$ cat src/core/pcs_pkg.sv
// package of constants for the program counter, return stack and indirect path
// ============================================================================
// ============================================================================
package pcs_pkg;
    // ========================================================================
    // widths
    localparam int PC_W     = 13;   // program counter width
    localparam int BYTE_W   = 8;    // data byte width
    localparam int LATCH_W  = 5;    // used bits of the high latch
    localparam int JUMP_W   = 11;   // target bits carried by call/jump
    localparam int DADDR_W  = 9;    // indirect data address width
    localparam int STK_DEPTH = 8;   // return stack entries
    localparam int STK_PTR_W = 3;   // stack pointer width
    // ========================================================================
    // field positions
    localparam int PAGE_LSB   = 11; // lowest page-select bit of the counter
    localparam int LATCH_PAGE = 3;  // page-select bits start here in latch
    localparam int BANK_BIT   = 7;  // indirect bank bit inside status byte
    // ========================================================================
    // reset values and fixed codes
    localparam logic [PC_W-1:0]    PC_RESET     = 13'h0000;
    localparam logic [PC_W-1:0]    INT_VECTOR   = 13'h0004;
    localparam logic [BYTE_W-1:0]  LATCH_RESET  = 8'h00;
    localparam logic [BYTE_W-1:0]  ZERO_BYTE    = 8'h00;
    localparam logic [BYTE_W-1:0]  PORT_ADDR    = 8'h00; // pointer to itself
    localparam logic [STK_PTR_W-1:0] PTR_RESET  = 3'h0;

    // ========================================================================
    // sequencing operation for one instruction slot
    typedef enum logic [2:0] {
        PCS_OP_STEP,     // plain fetch advance
        PCS_OP_HOLD,     // stall, nothing moves
        PCS_OP_JUMP,     // unconditional jump
        PCS_OP_CALL,     // subroutine call
        PCS_OP_RETURN,   // return, literal return or interrupt return
        PCS_OP_VECTOR,   // interrupt branch to the vector
        PCS_OP_WRLOW     // instruction writes the counter low byte
    } pcs_op_e;
endpackage

$ cat src/core/pcs_core.sv
// program counter sequencing, return stack and indirect address forming
`timescale 1ns/10ps
module pcs_core
    import pcs_pkg::*;
(
    // clock and reset
    input  wire logic                 mclk,
    input  wire logic                 rst_n,
    // instruction sequencing
    input  wire pcs_pkg::pcs_op_e     seqOp,
    input  wire logic [10:0]          jumpTarget,
    input  wire logic [7:0]           wrData,
    input  wire logic                 latchWrEn,
    // indirect access from the datapath
    input  wire logic                 indRdEn,
    input  wire logic                 indWrEn,
    input  wire logic [7:0]           pointerWrData,
    input  wire logic                 pointerWrEn,
    input  wire logic [7:0]           statusByte,
    input  wire logic [7:0]           fileRdData,
    // program memory side
    output logic      [12:0]          progAddr,
    output logic      [7:0]           pcLowByte,
    output logic      [7:0]           pcHighLatch,
    // data register file side
    output logic      [8:0]           dataAddr,
    output logic                      fileRdEn,
    output logic                      fileWrEn,
    output logic      [7:0]           indRdData
);
    import pcs_pkg::*;

    // ========================================================================
    // state
    logic [PC_W-1:0]   pc_reg;        // program counter
    logic [PC_W-1:0]   pc_next;       // counter next value
    logic [BYTE_W-1:0] latch_reg;     // high latch, software writable
    logic [BYTE_W-1:0] pointer_reg;   // file select pointer
    logic [PC_W-1:0]   stackTop;      // top of the return stack
    logic              pushEn;        // push strobe
    logic              popEn;         // pop strobe
    logic              selfAccess;    // pointer aims at the port itself

    // ========================================================================
    // return stack; only calls, vectoring and returns touch it
    assign pushEn = (seqOp == PCS_OP_CALL) ||
                    (seqOp == PCS_OP_VECTOR);
    assign popEn  = (seqOp == PCS_OP_RETURN);

    // the pushed value is the counter of this slot, so the sequencer must
    // issue the call or vector in the slot that holds the return address

    pcs_ring_stack u_stack (
        .mclk     (mclk),
        .rst_n    (rst_n),
        .pushEn   (pushEn),
        .popEn    (popEn),
        .pushData (pc_reg),
        .topData  (stackTop)
    );

    // ========================================================================
    // next counter value per operation
    always_comb begin
        pc_next = pc_reg;
        case (seqOp)
            PCS_OP_STEP: begin
                // carry ripples into the upper bits, latch untouched
                pc_next = pc_reg + 13'h0001;
            end
            PCS_OP_HOLD: begin
                pc_next = pc_reg;
            end
            PCS_OP_JUMP, PCS_OP_CALL: begin
                // page bits from latch, rest from the opcode
                pc_next = {latch_reg[LATCH_PAGE+1:LATCH_PAGE], jumpTarget};
            end
            PCS_OP_RETURN: begin
                pc_next = stackTop;          // all 13 bits restored
            end
            PCS_OP_VECTOR: begin
                pc_next = INT_VECTOR;
            end
            PCS_OP_WRLOW: begin
                // upper part copied from latch with the new low byte
                pc_next = {latch_reg[LATCH_W-1:0], wrData};
            end
            default: begin
                pc_next = pc_reg;
            end
        endcase
    end

    // program counter; reset clears every bit including the upper
    always_ff @(posedge mclk) begin
        if (!rst_n) begin
            pc_reg <= PC_RESET;
        end else begin
            pc_reg <= pc_next;
        end
    end

    // high latch: only software writes it, never the stack
    always_ff @(posedge mclk) begin
        if (!rst_n) begin
            latch_reg <= LATCH_RESET;
        end else if (latchWrEn) begin
            latch_reg <= wrData;
        end
    end

    // file select pointer
    always_ff @(posedge mclk) begin
        if (!rst_n) begin
            pointer_reg <= ZERO_BYTE;
        end else if (pointerWrEn) begin
            pointer_reg <= pointerWrData;
        end
    end

    // ========================================================================
    // visible copies; upper counter bits have no read path
    assign progAddr    = pc_reg;
    assign pcLowByte   = pc_reg[BYTE_W-1:0];
    assign pcHighLatch = latch_reg;

    // ========================================================================
    // indirect path: the port holds no storage of its own
    assign selfAccess = (pointer_reg == PORT_ADDR);
    // bank bit above the pointer
    assign dataAddr   = {statusByte[BANK_BIT], pointer_reg};
    // self-aimed read returns zero, self-aimed write is a no-op
    assign fileRdEn   = indRdEn && !selfAccess;
    assign fileWrEn   = indWrEn && !selfAccess;

    // read data registered one cycle after the request
    always_ff @(posedge mclk) begin
        if (!rst_n) begin
            indRdData <= ZERO_BYTE;
        end else if (indRdEn) begin
            indRdData <= selfAccess ? ZERO_BYTE : fileRdData;
        end
    end

    // ========================================================================
    // checks
    // the stack slots are never cleared, so no check below compares a value
    // popped from a slot that may still be unwritten; returns are judged
    // against the call that fed them instead
    // ------------------------------------------------------------------------
    // counter sequencing

    // a plain step adds one across all thirteen bits
    step_inc_a: assert property (
        @(posedge mclk) disable iff (!rst_n)
        seqOp == PCS_OP_STEP |=> pc_reg == $past(pc_reg) + 13'h0001)
        else $error("counter did not advance by one");

    // upper bits move on a step only through the carry out of the low byte
    step_upper_a: assert property (
        @(posedge mclk) disable iff (!rst_n)
        seqOp == PCS_OP_STEP && pc_reg[7:0] != 8'hff |=>
            pc_reg[12:8] == $past(pc_reg[12:8]))
        else $error("upper bits moved without a carry");

    // a stall freezes the counter
    hold_pc_a: assert property (
        @(posedge mclk) disable iff (!rst_n)
        seqOp == PCS_OP_HOLD |=> $stable(pc_reg))
        else $error("counter moved during a stall");

    // low byte write: latch bits 4:0 go up with the new low byte
    low_write_a: assert property (
        @(posedge mclk) disable iff (!rst_n)
        seqOp == PCS_OP_WRLOW |=>
            pc_reg == {$past(latch_reg[4:0]), $past(wrData)})
        else $error("low byte write loaded wrong counter");

    // the written byte reads back through the low byte copy
    low_byte_a: assert property (
        @(posedge mclk) disable iff (!rst_n)
        seqOp == PCS_OP_WRLOW |=> pcLowByte == $past(wrData))
        else $error("low byte copy differs from written byte");

    // call and jump: page bits from latch 4:3, the rest from the opcode
    jump_page_a: assert property (
        @(posedge mclk) disable iff (!rst_n)
        (seqOp == PCS_OP_JUMP || seqOp == PCS_OP_CALL) |=>
            pc_reg == {$past(latch_reg[4:3]), $past(jumpTarget)})
        else $error("jump target page wrong");

    // the eleven opcode bits land unchanged inside the page
    jump_low_a: assert property (
        @(posedge mclk) disable iff (!rst_n)
        (seqOp == PCS_OP_JUMP || seqOp == PCS_OP_CALL) |=>
            pc_reg[10:0] == $past(jumpTarget))
        else $error("jump target low bits wrong");

    // interrupt vectoring lands on the fixed vector
    vector_a: assert property (
        @(posedge mclk) disable iff (!rst_n)
        seqOp == PCS_OP_VECTOR |=> pc_reg == INT_VECTOR)
        else $error("vectoring missed the vector");

    // reset clears the upper counter bits whatever op was pending
    reset_clear_a: assert property (
        @(posedge mclk)
        !rst_n |=> pc_reg[12:8] == 5'h00)
        else $error("upper counter bits not cleared");

    // ------------------------------------------------------------------------
    // return stack

    // a push leaves the current counter on top of the stack
    push_top_a: assert property (
        @(posedge mclk) disable iff (!rst_n)
        pushEn |=> stackTop == $past(pc_reg))
        else $error("pushed value not on top of stack");

    // a call followed at once by a return restores the call address
    call_ret_a: assert property (
        @(posedge mclk) disable iff (!rst_n)
        (seqOp == PCS_OP_CALL) ##1 (seqOp == PCS_OP_RETURN) |=>
            pc_reg == $past(pc_reg, 2))
        else $error("return did not restore call address");

    // stack traffic never touches the high latch
    latch_keep_a: assert property (
        @(posedge mclk) disable iff (!rst_n)
        (pushEn || popEn) && !latchWrEn |=> $stable(latch_reg))
        else $error("latch changed on stack action");

    // a sequential step leaves the high latch alone
    step_latch_a: assert property (
        @(posedge mclk) disable iff (!rst_n)
        seqOp == PCS_OP_STEP && !latchWrEn |=> $stable(latch_reg))
        else $error("latch changed on a step");

    // only an explicit write moves the high latch, all eight bits kept
    latch_wr_a: assert property (
        @(posedge mclk) disable iff (!rst_n)
        latchWrEn |=> latch_reg == $past(wrData))
        else $error("latch write lost");

    // ------------------------------------------------------------------------
    // indirect path

    // a real target is read through the register file strobe
    file_rd_a: assert property (
        @(posedge mclk) disable iff (!rst_n)
        indRdEn && !selfAccess |-> fileRdEn)
        else $error("indirect read did not reach the file");

    // a real target is written through the register file strobe
    file_wr_a: assert property (
        @(posedge mclk) disable iff (!rst_n)
        indWrEn && !selfAccess |-> fileWrEn)
        else $error("indirect write did not reach the file");

    // read data comes from the file one edge after the request
    ind_data_a: assert property (
        @(posedge mclk) disable iff (!rst_n)
        indRdEn && !selfAccess |=> indRdData == $past(fileRdData))
        else $error("indirect read data wrong");

    // the port read through itself gives zero
    self_read_a: assert property (
        @(posedge mclk) disable iff (!rst_n)
        indRdEn && selfAccess |=> indRdData == 8'h00)
        else $error("self read not zero");

    // the port written through itself leaves the file untouched
    self_write_a: assert property (
        @(posedge mclk) disable iff (!rst_n)
        indWrEn && selfAccess |-> !fileWrEn)
        else $error("self write reached register file");

    // bank bit sits above the eight pointer bits
    ind_addr_a: assert property (
        @(posedge mclk) disable iff (!rst_n)
        dataAddr == {statusByte[BANK_BIT], pointer_reg})
        else $error("indirect address misformed");

    // reset empties the pointer and the read data register
    reset_ind_a: assert property (
        @(posedge mclk)
        !rst_n |=> pointer_reg == ZERO_BYTE && indRdData == ZERO_BYTE)
        else $error("indirect state not cleared by reset");

    // ------------------------------------------------------------------------
    // scenarios

    // call answered at once by a return
    call_cov: cover property (@(posedge mclk) disable iff (!rst_n)
        seqOp == PCS_OP_CALL ##1 seqOp == PCS_OP_RETURN);
    // nine pushes in a row, the ninth on the slot of the first
    wrap_cov: cover property (@(posedge mclk) disable iff (!rst_n)
        pushEn [*8] ##1 pushEn);
    // computed jump through the low byte
    low_cov: cover property (@(posedge mclk) disable iff (!rst_n)
        seqOp == PCS_OP_WRLOW);
    // indirect read aimed at the port itself
    self_cov: cover property (@(posedge mclk) disable iff (!rst_n)
        indRdEn && selfAccess);
    // interrupt vectoring
    vector_cov: cover property (@(posedge mclk) disable iff (!rst_n)
        seqOp == PCS_OP_VECTOR);
endmodule // pcs_core

$ cat src/core/pcs_ring_stack.sv
// circular return stack with a hidden pointer
`timescale 1ns/10ps
module pcs_ring_stack
    import pcs_pkg::*;
(
    // clock and reset
    input  wire logic              mclk,
    input  wire logic              rst_n,
    // push and pop requests
    input  wire logic              pushEn,
    input  wire logic              popEn,
    input  wire logic [pcs_pkg::PC_W-1:0] pushData,
    // top entry
    output logic      [pcs_pkg::PC_W-1:0] topData
);
    import pcs_pkg::*;

    // ========================================================================
    // storage
    logic [PC_W-1:0]      stackMem [STK_DEPTH];   // entries
    logic [STK_PTR_W-1:0] ptr_reg;                // next free slot

    // pointer: wraps silently, no overflow or underflow flag
    always_ff @(posedge mclk) begin
        if (!rst_n) begin
            ptr_reg <= PTR_RESET;
        end else if (pushEn) begin
            ptr_reg <= ptr_reg + 3'h1;
        end else if (popEn) begin
            ptr_reg <= ptr_reg - 3'h1;
        end
    end

    // write: ninth push lands on the slot of the first
    always_ff @(posedge mclk) begin
        if (pushEn) begin
            stackMem[ptr_reg] <= pushData;
        end
    end

    // top of stack; unwritten slots read as whatever was there
    assign topData = stackMem[ptr_reg - 3'h1];

    // ------------------------------------------------------------------------
    // checks
    // every push moves on by one, modulo eight, with no stop at full
    stack_wrap_a: assert property (
        @(posedge mclk) disable iff (!rst_n)
        pushEn |=> ptr_reg == $past(ptr_reg) + 3'h1)
        else $error("stack pointer did not advance on push");
    // a pop without a push steps back by one, wrapping below slot zero
    pop_step_a: assert property (
        @(posedge mclk) disable iff (!rst_n)
        popEn && !pushEn |=> ptr_reg == $past(ptr_reg) - 3'h1)
        else $error("stack pointer did not step back on pop");
    // nothing but a push or a pop may move the hidden pointer
    idle_ptr_a: assert property (
        @(posedge mclk) disable iff (!rst_n)
        !pushEn && !popEn |=> $stable(ptr_reg))
        else $error("stack pointer moved without push or pop");
endmodule // pcs_ring_stack

$ cat config.mk
export PLATFORM = sky130hd
export DESIGN_NAME = pcs_core
export DESIGN_NICKNAME = d
export VERILOG_FILES = /design/src/core/pcs_pkg.sv /design/src/core/pcs_core.sv /design/src/core/pcs_ring_stack.sv
export SDC_FILE = /design/constraint.sdc
export NUM_CORES = 1
export LEC_CHECK = 0
export ABC_AREA = 0
export BUFFER_PORTS_ARGS = -buffer_cell sky130_fd_sc_hd__clkbuf_2
export CAP_MARGIN = 20
export CORE_UTILIZATION = 35
export DETAILED_ROUTE_END_ITERATION = 10
export SYNTH_ARGS = -nofsm -noshare
export SYNTH_HDL_FRONTEND = slang
export SYNTH_SLANG_ARGS = --single-unit
$ cat constraint.sdc
create_clock -name mclk -period 6.7 [get_ports mclk]
set_clock_uncertainty 0.05 [all_clocks]
set_input_delay 0.67 -clock mclk [delete_from_list [all_inputs] [get_ports mclk]]
set_output_delay 0.67 -clock mclk [all_outputs]
set_load 0.05 [all_outputs]
==> reports/summary.txt, run 1 <==
outcome = complete, no violations
Syn Std Cell Area = 0.00614 mm²
yosys synthesis warning count = 0
hold buffers post-CTS = 0
CTS buffer count = 17
Cells after Synth = 434
vias in the first global route = 3826
# resized after CTS = 0
EDFF count, synth = 104
data required time of the worst path = 6.96 ns
Layout Cells excl Fill = 758
Fin. Hold Viols = 0
syn_nets = 489
DRT Pass-1 Iters = 5
crit path cell chain = buf_12 > inv_1 > ha_1 > buf_4 > mux4_2 > a22o_1 > o31a_1
Final Net Count = 575
Clock Latency Late Sink = 0.42 ns
Setup TNS = 0 ns
achievable frequency = 325 MHz
vias per cell = 5.35
static leakage = 0.00270 µW
Die ar. = 0.0181 mm²
initial antenna violation count = 0
post-synth top area cell = edfxtp_1
Hold Path Class = primary input to flip-flop
crit-path max cell delay = 0.70 ns
Slew headroom = 30.9%
first-pass GRT wire length = 21900 µm
clock buffer depth = 2
DR WL/cell = 19.0 µm
Area after DPL = 0.00677 mm²
initial core utilization = 35.6%
# clock sinks = 144
Seq/Total Area, Yosys = 63.9%
Largest register FFs = 104
Max Slew Vio Count = 0
Yosys cell types = 54
die height = 134 µm
Die Wd = 134 µm
Final period util = 46.0%
Synth top cells by count = edfxtp_1, dfxtp_1, nor2_1
PwrDens = 311 mW/mm²
via count of the routed design = 4056
Ports = 100
FF+latch count, synth = 144
Most flops, register = u_stack.stackMem
Synth async-reset ratio = 0%
grt ovf = 0
nature of the critical path endpoint = flip-flop
most frequent cell after synthesis = edfxtp_1
max_cap viols = 0
H-tree levels = 4
Worst path slowest cell = ha_1
Critical Path Fanout Max = 18
IO buf count = 90
WL final = 14400 µm
ys flop type = edfxtp_1
largest net degree at the start of global routing = 33
DP Cell Count = 725
DR DRC count = 0
worst vdd rail ir drop = 0.000176 V
Initial DRC Count = 342
CTS clock-pin slew for the worst setup and hold paths = 0.06 ns
final antenna diode count = 0
Final GP Congestion = 0.820
top-area cell type share of the netlist area = 50.9%
HPWL after DPL = 9340 µm
cell area after layout = 0.00738 mm²
Synth Area per Inst = 14.1 µm²
critical path class = flip-flop to flip-flop
postcts setup bufs = 0
RSZ-0062 raised after global routing = false
fillers = 1577
Routed Antenna Nets = 0
share of cells above drive strength 1 = 30.2%
Core Rows = 48
Worst R2R Setup Slack = 3.62 ns
startpoint types = flip-flop
critical path data arrival time = 3.33 ns
crit path time final = 3.08 ns
Area contributors post-synth = edfxtp_1, dfxtp_1, mux4_2
gr usage total = 16.6%
Worst Max-Slew Pin Slew = 1.04 ns
CTS tree = done
count of final setup violators = 0
core footprint = 0.0172 mm²
CTS root buf = clkbuf_16
Area Growth Syn to Fin = 20.2%
## kinds of logic after synthesis
group,share of synthesized area [%]
adders and majority gates,0.611
AOI/OAI and AO/OA,9.49
muxes,12.4
and+or+nand+nor,9.13
DFF,63.9
buffers and inverters,3.57
xor gates and xnor gates,0.856
## cell type report
type	count	area (µm²)	share of cell area (%)
clock buffers	17	425	5.76
clock inverters	15	170	2.30
multi-input cells	248	2010	27.3
repair buffers	99	531	7.19
well taps	225	282	3.81
inverters	10	37.5	0.508
flip-flops and latches	144	3930	53.2
## final timing paths
kind	start	endpoint	cells past startpoint
max	u_stack.ptr_reg[0]$_SDFFE_PN0P_	progAddr[8]$_SDFFE_PN0P_	7
min	fileRdData[7]	indRdData[7]$_SDFFE_PN0P_	3
max reg2reg	u_stack.ptr_reg[0]$_SDFFE_PN0P_	progAddr[8]$_SDFFE_PN0P_	7
min reg2reg	pcHighLatch[7]$_SDFFE_PN0P_	pcHighLatch[7]$_SDFFE_PN0P_	2
## worst max-delay path, delay by kind of cell (launching register included)
kind                     cells  cell delay (ns)
flip-flops                   1             0.62
buffers and inverters        3             0.76
multiplexers                 1             0.36
AO/OA/AOI/OAI                2             0.46
adder cells (fa/ha/maj)      1             0.70
## through the flow
| step | power [µW] | hold WS [ns] | util [%] | worst slack, ns |
|---|---|---|---|---|
| 2_1_floorplan | 1280 | 0.571 | - | 3.87 |
| 3_3_place_gp | 1360 | 0.422 | 39.3 | 3.29 |
| 3_5_place_dp | 1360 | 0.442 | 39.3 | 3.22 |
| 4_1_cts | 2310 | 0.425 | 42.7 | 3.20 |
| 5_1_grt | 2380 | 0.427 | 42.8 | 3.45 |
| 6_report | 2290 | 0.440 | 42.8 | 3.62 |
## cell usage in the layout (no fill, tap or decap), drive strengths merged, types with 6 or more instances in the layout
| cell | n |
|---|---|
| a21oi | 19 |
| a22oi | 6 |
| and3 | 7 |
| buf | 9 |
| clkbuf | 107 |
| clkinv | 8 |
| dfxtp | 40 |
| edfxtp | 104 |
| inv | 10 |
| mux2i | 16 |
| mux4 | 26 |
| nand2 | 14 |
| nand3 | 7 |
| nand4 | 6 |
| nor2 | 40 |
| nor2b | 10 |
| o21ai | 20 |
## metal layers
layer  global-route usage (%)  vias to the layer above  share of wire [%]  wire, µm
met1                     22.8                     1984                 46      6580
li1                         -                     1868                  -         -
met2                     25.6                      191                 46      6560
met3                     4.54                       13                7.7      1110
met5                        0                        -                  0         0
met4                     5.12                        0                1.0       148
## report_power, final
part / switching (µW) / internal, µW / total, µW
combinational: 196 / 107 / 303
clock: 364 / 582 / 946
sequential: 47.4 / 997 / 1040
No activity file was read; power rests on OpenSTA's default activity.
==> run 2: changes to the inputs <==
Settings changed: ABC_AREA 0 to 1.
Clock period 6.7 ns to 2.7 ns, I/O delays scaled along.
==> run 2 against run 1 <==
Combinational power rose to 3.3 times the previous value. Fmax up 51%. Global-route usage up 2.2 points. Setup slack worse by 3.0 ns. Via count grew 24%. Core utilization increased by 1.2 points. Critical path type unchanged. Critical endpoint unchanged. Largest power group unchanged. Highest routed layer unchanged.
==> reports/summary.txt, run 2 <==
outcome = complete, no violations
Syn Std Cell Area = 0.00632 mm²
max_cap viols = 0
commonest non-fill, non-tap cell in the layout = nand2_1
initial antenna violation count = 0
final antenna diode count = 0
DR WL/cell = 15.7 µm
Clk pwr share = 40.0%
ys flop type = edfxtp_1
static leakage = 0.00322 µW
startpoint types = flip-flop
core footprint = 0.0175 mm²
Final Net Count = 850
cell area after layout = 0.00769 mm²
RSZ-0062 raised after global routing = false
complex-gate fraction of the synthesized area = 7.84%
fillers = 1708
# resized after CTS = 0
Ports = 100
CTS tree = done
Most flops, register = u_stack.stackMem
clock buffer depth = 2
Tot Pwr = 5900 µW
Area contributors post-synth = edfxtp_1, dfxtp_1, nand2_1
Die ar. = 0.0186 mm²
Setup TNS = 0 ns
gr usage total = 18.7%
CTS buffer count = 17
syn_nets = 746
post-synthesis mux area share = 0%
Max Slew Vio Count = 0
Routed Antenna Nets = 0
hold_sp = pointerWrData[7]
Seq/Total Area, Yosys = 62.1%
crit path time final = 2.04 ns
DP Cell Count = 1001
Synth async-reset ratio = 0%
Net Switching = 1710 µW
Largest register FFs = 104
Die Wd = 136 µm
post-synth top area cell = edfxtp_1
Final GP Congestion = 0.774
PwrDens = 768 mW/mm²
FF+latch count, synth = 144
Hold Path Class = primary input to flip-flop
Logic pwr share = 16.8%
met3 WL = 1080 µm
DR DRC count = 0
Post-Synth XOR/XNOR Area = 0%
via count of the routed design = 5030
Cells after Synth = 691
Worst R2R Setup Slack = 0.66 ns
HPWL after DPL = 10600 µm
DRT Pass-1 Iters = 5
Area Growth Syn to Fin = 21.7%
achievable frequency = 490 MHz
most frequent cell after synthesis = nand2_1
Clock Latency Late Sink = 0.42 ns
share of cells above drive strength 1 = 19.7%
critical path class = flip-flop to flip-flop
Worst Max-Slew Pin Slew = 0.736 ns
Final period util = 75.6%
critical path data arrival time = 2.34 ns
Fin. Hold Viols = 0
most frequent cells in the layout = nand2_1, nor2_1, edfxtp_1
# clock sinks = 144
cell internal pwr = 4190 µW
data required time of the worst path = 3.00 ns
Synth top cells by count = nand2_1, nor2_1, edfxtp_1
vias in the first global route = 4807
Reg2Reg Depth = 9
area share of and/or/nand/nor cells after synthesis = 24.1%
yosys synthesis warning count = 0
EDFF count, synth = 104
Post-Synth Adder-Cell Area = 0.594%
initial core utilization = 36.2%
H-tree levels = 4
Min-Delay Path Depth = 3
Area after DPL = 0.00709 mm²
Worst R2R End = progAddr[8]$_SDFFE_PN0P_
Hold EP = pointer_reg[7]$_SDFFE_PN0P_
top-area cell type share of the netlist area = 49.4%
CTS root buf = clkbuf_16
CTS clock-pin slew for the worst setup and hold paths = 0.06 ns
Yosys cell types = 24
count of final setup violators = 0
Reg power frac = 43.2%
first-pass GRT wire length = 25900 µm
grt ovf = 0
Max Used Layer = met4
vias per cell = 4.87
WL final = 16300 µm
Slew headroom = 50.9%
hold buffers post-CTS = 0
nature of the critical path endpoint = flip-flop
Initial DRC Count = 361
Synth Area per Inst = 9.15 µm²
worst r2r src = u_stack.ptr_reg[1]$_SDFFE_PN0P_
met2 WL post-DR = 7360 µm
Critical Path Fanout Max = 13
Layout Cells excl Fill = 1033
IO buf count = 90
Core Rows = 48
worst vdd rail ir drop = 0.000417 V
die height = 136 µm
wl on met1 = 7490 µm
largest family of logic cells by synthesized area = simple AND/OR/NAND/NOR gates
largest net degree at the start of global routing = 57
switching share of power = 29.0%
postcts setup bufs = 0
==> run 2: cell count changes after synthesis, moves of 6 or more <==
cell / delta
nand3b_1: +9
nor2_1: +86
nor2b_1: -10
mux2i_1: -16
and3_1: -7
nand2_1: +159
nand3_1: +47
mux4_2: -21
a22oi_1: -6
o21ai_0: +51
inv_1: +25
==> run 2: kinds of logic after synthesis <==
group | after synthesis
compound gates | 98
fa+ha+maj | 3
simple gates | 371
flops | 144
buf+inv | 75
==> run 2: power by group through the flow <==
stage	clock (µW)	sequential (µW)	combinational, µW
after floorplan	0	2760	543
after global placement	0	2600	988
after detailed placement	0	2600	997
after CTS	2400	2550	1000
after global routing	2500	2560	1100
final	2360	2550	989
==> run 2: worst max path at each step <==
| stage | start | to | slack (ns) | cells past startpoint |
|---|---|---|---|---|
| after floorplan | pointer_reg[5]$_SDFFE_PN0P_ | fileRdEn | 0.63 | 6 |
| after global placement | u_stack.ptr_reg[1]$_SDFFE_PN0P_ | progAddr[6]$_SDFFE_PN0P_ | 0.70 | 9 |
| after detailed placement | u_stack.ptr_reg[1]$_SDFFE_PN0P_ | progAddr[8]$_SDFFE_PN0P_ | 0.66 | 9 |
| after CTS | pointer_reg[5]$_SDFFE_PN0P_ | fileRdEn | 0.62 | 7 |
| after global routing | u_stack.ptr_reg[1]$_SDFFE_PN0P_ | progAddr[6]$_SDFFE_PN0P_ | 0.39 | 9 |
| final | u_stack.ptr_reg[1]$_SDFFE_PN0P_ | progAddr[8]$_SDFFE_PN0P_ | 0.66 | 9 |
==> run 2: per-layer routing <==
layer	up-vias	track usage (%)
met5	-	0
met4	0	7.10
met3	21	4.85
met2	162	29.0
met1	2340	25.1
li1	2507	-
==> run 2: stage by stage <==
| step | util, % | hold slack [ns] | setup WS (ns) |
|---|---|---|---|
| after global routing | 44.0 | 0.0168 | 0.389 |
| after detailed placement | 40.6 | 0.410 | 0.663 |
| after floorplan | - | 0.355 | 0.628 |
| final | 44.0 | 0.0204 | 0.658 |
| after global placement | 40.6 | 0.401 | 0.696 |
| after CTS | 44.0 | 0.00610 | 0.620 |
==> run 2: critical path, cell delays in order (launching register included) <==
cell	delay [ns]
dfxtp_1	0.40
inv_1	0.10
ha_1	0.20
nand2_1	0.11
nand2_1	0.07
nor2_2	0.56
nand3_1	0.19
nand3b_1	0.14
nor2_1	0.05
nor2_1	0.09
==> run 2: final cells by class <==
cell class / instances / area, µm² / area share [%]
Timing Repair Buffer: 120 / 676 / 8.79
Multi-Input combinational cell: 472 / 2060 / 26.7
Sequential cell: 144 / 3930 / 51.0
Clock inverter: 12 / 133 / 1.72
Tap cell: 225 / 282 / 3.66
Clock buffer: 20 / 468 / 6.09
Inverter: 40 / 150 / 1.95
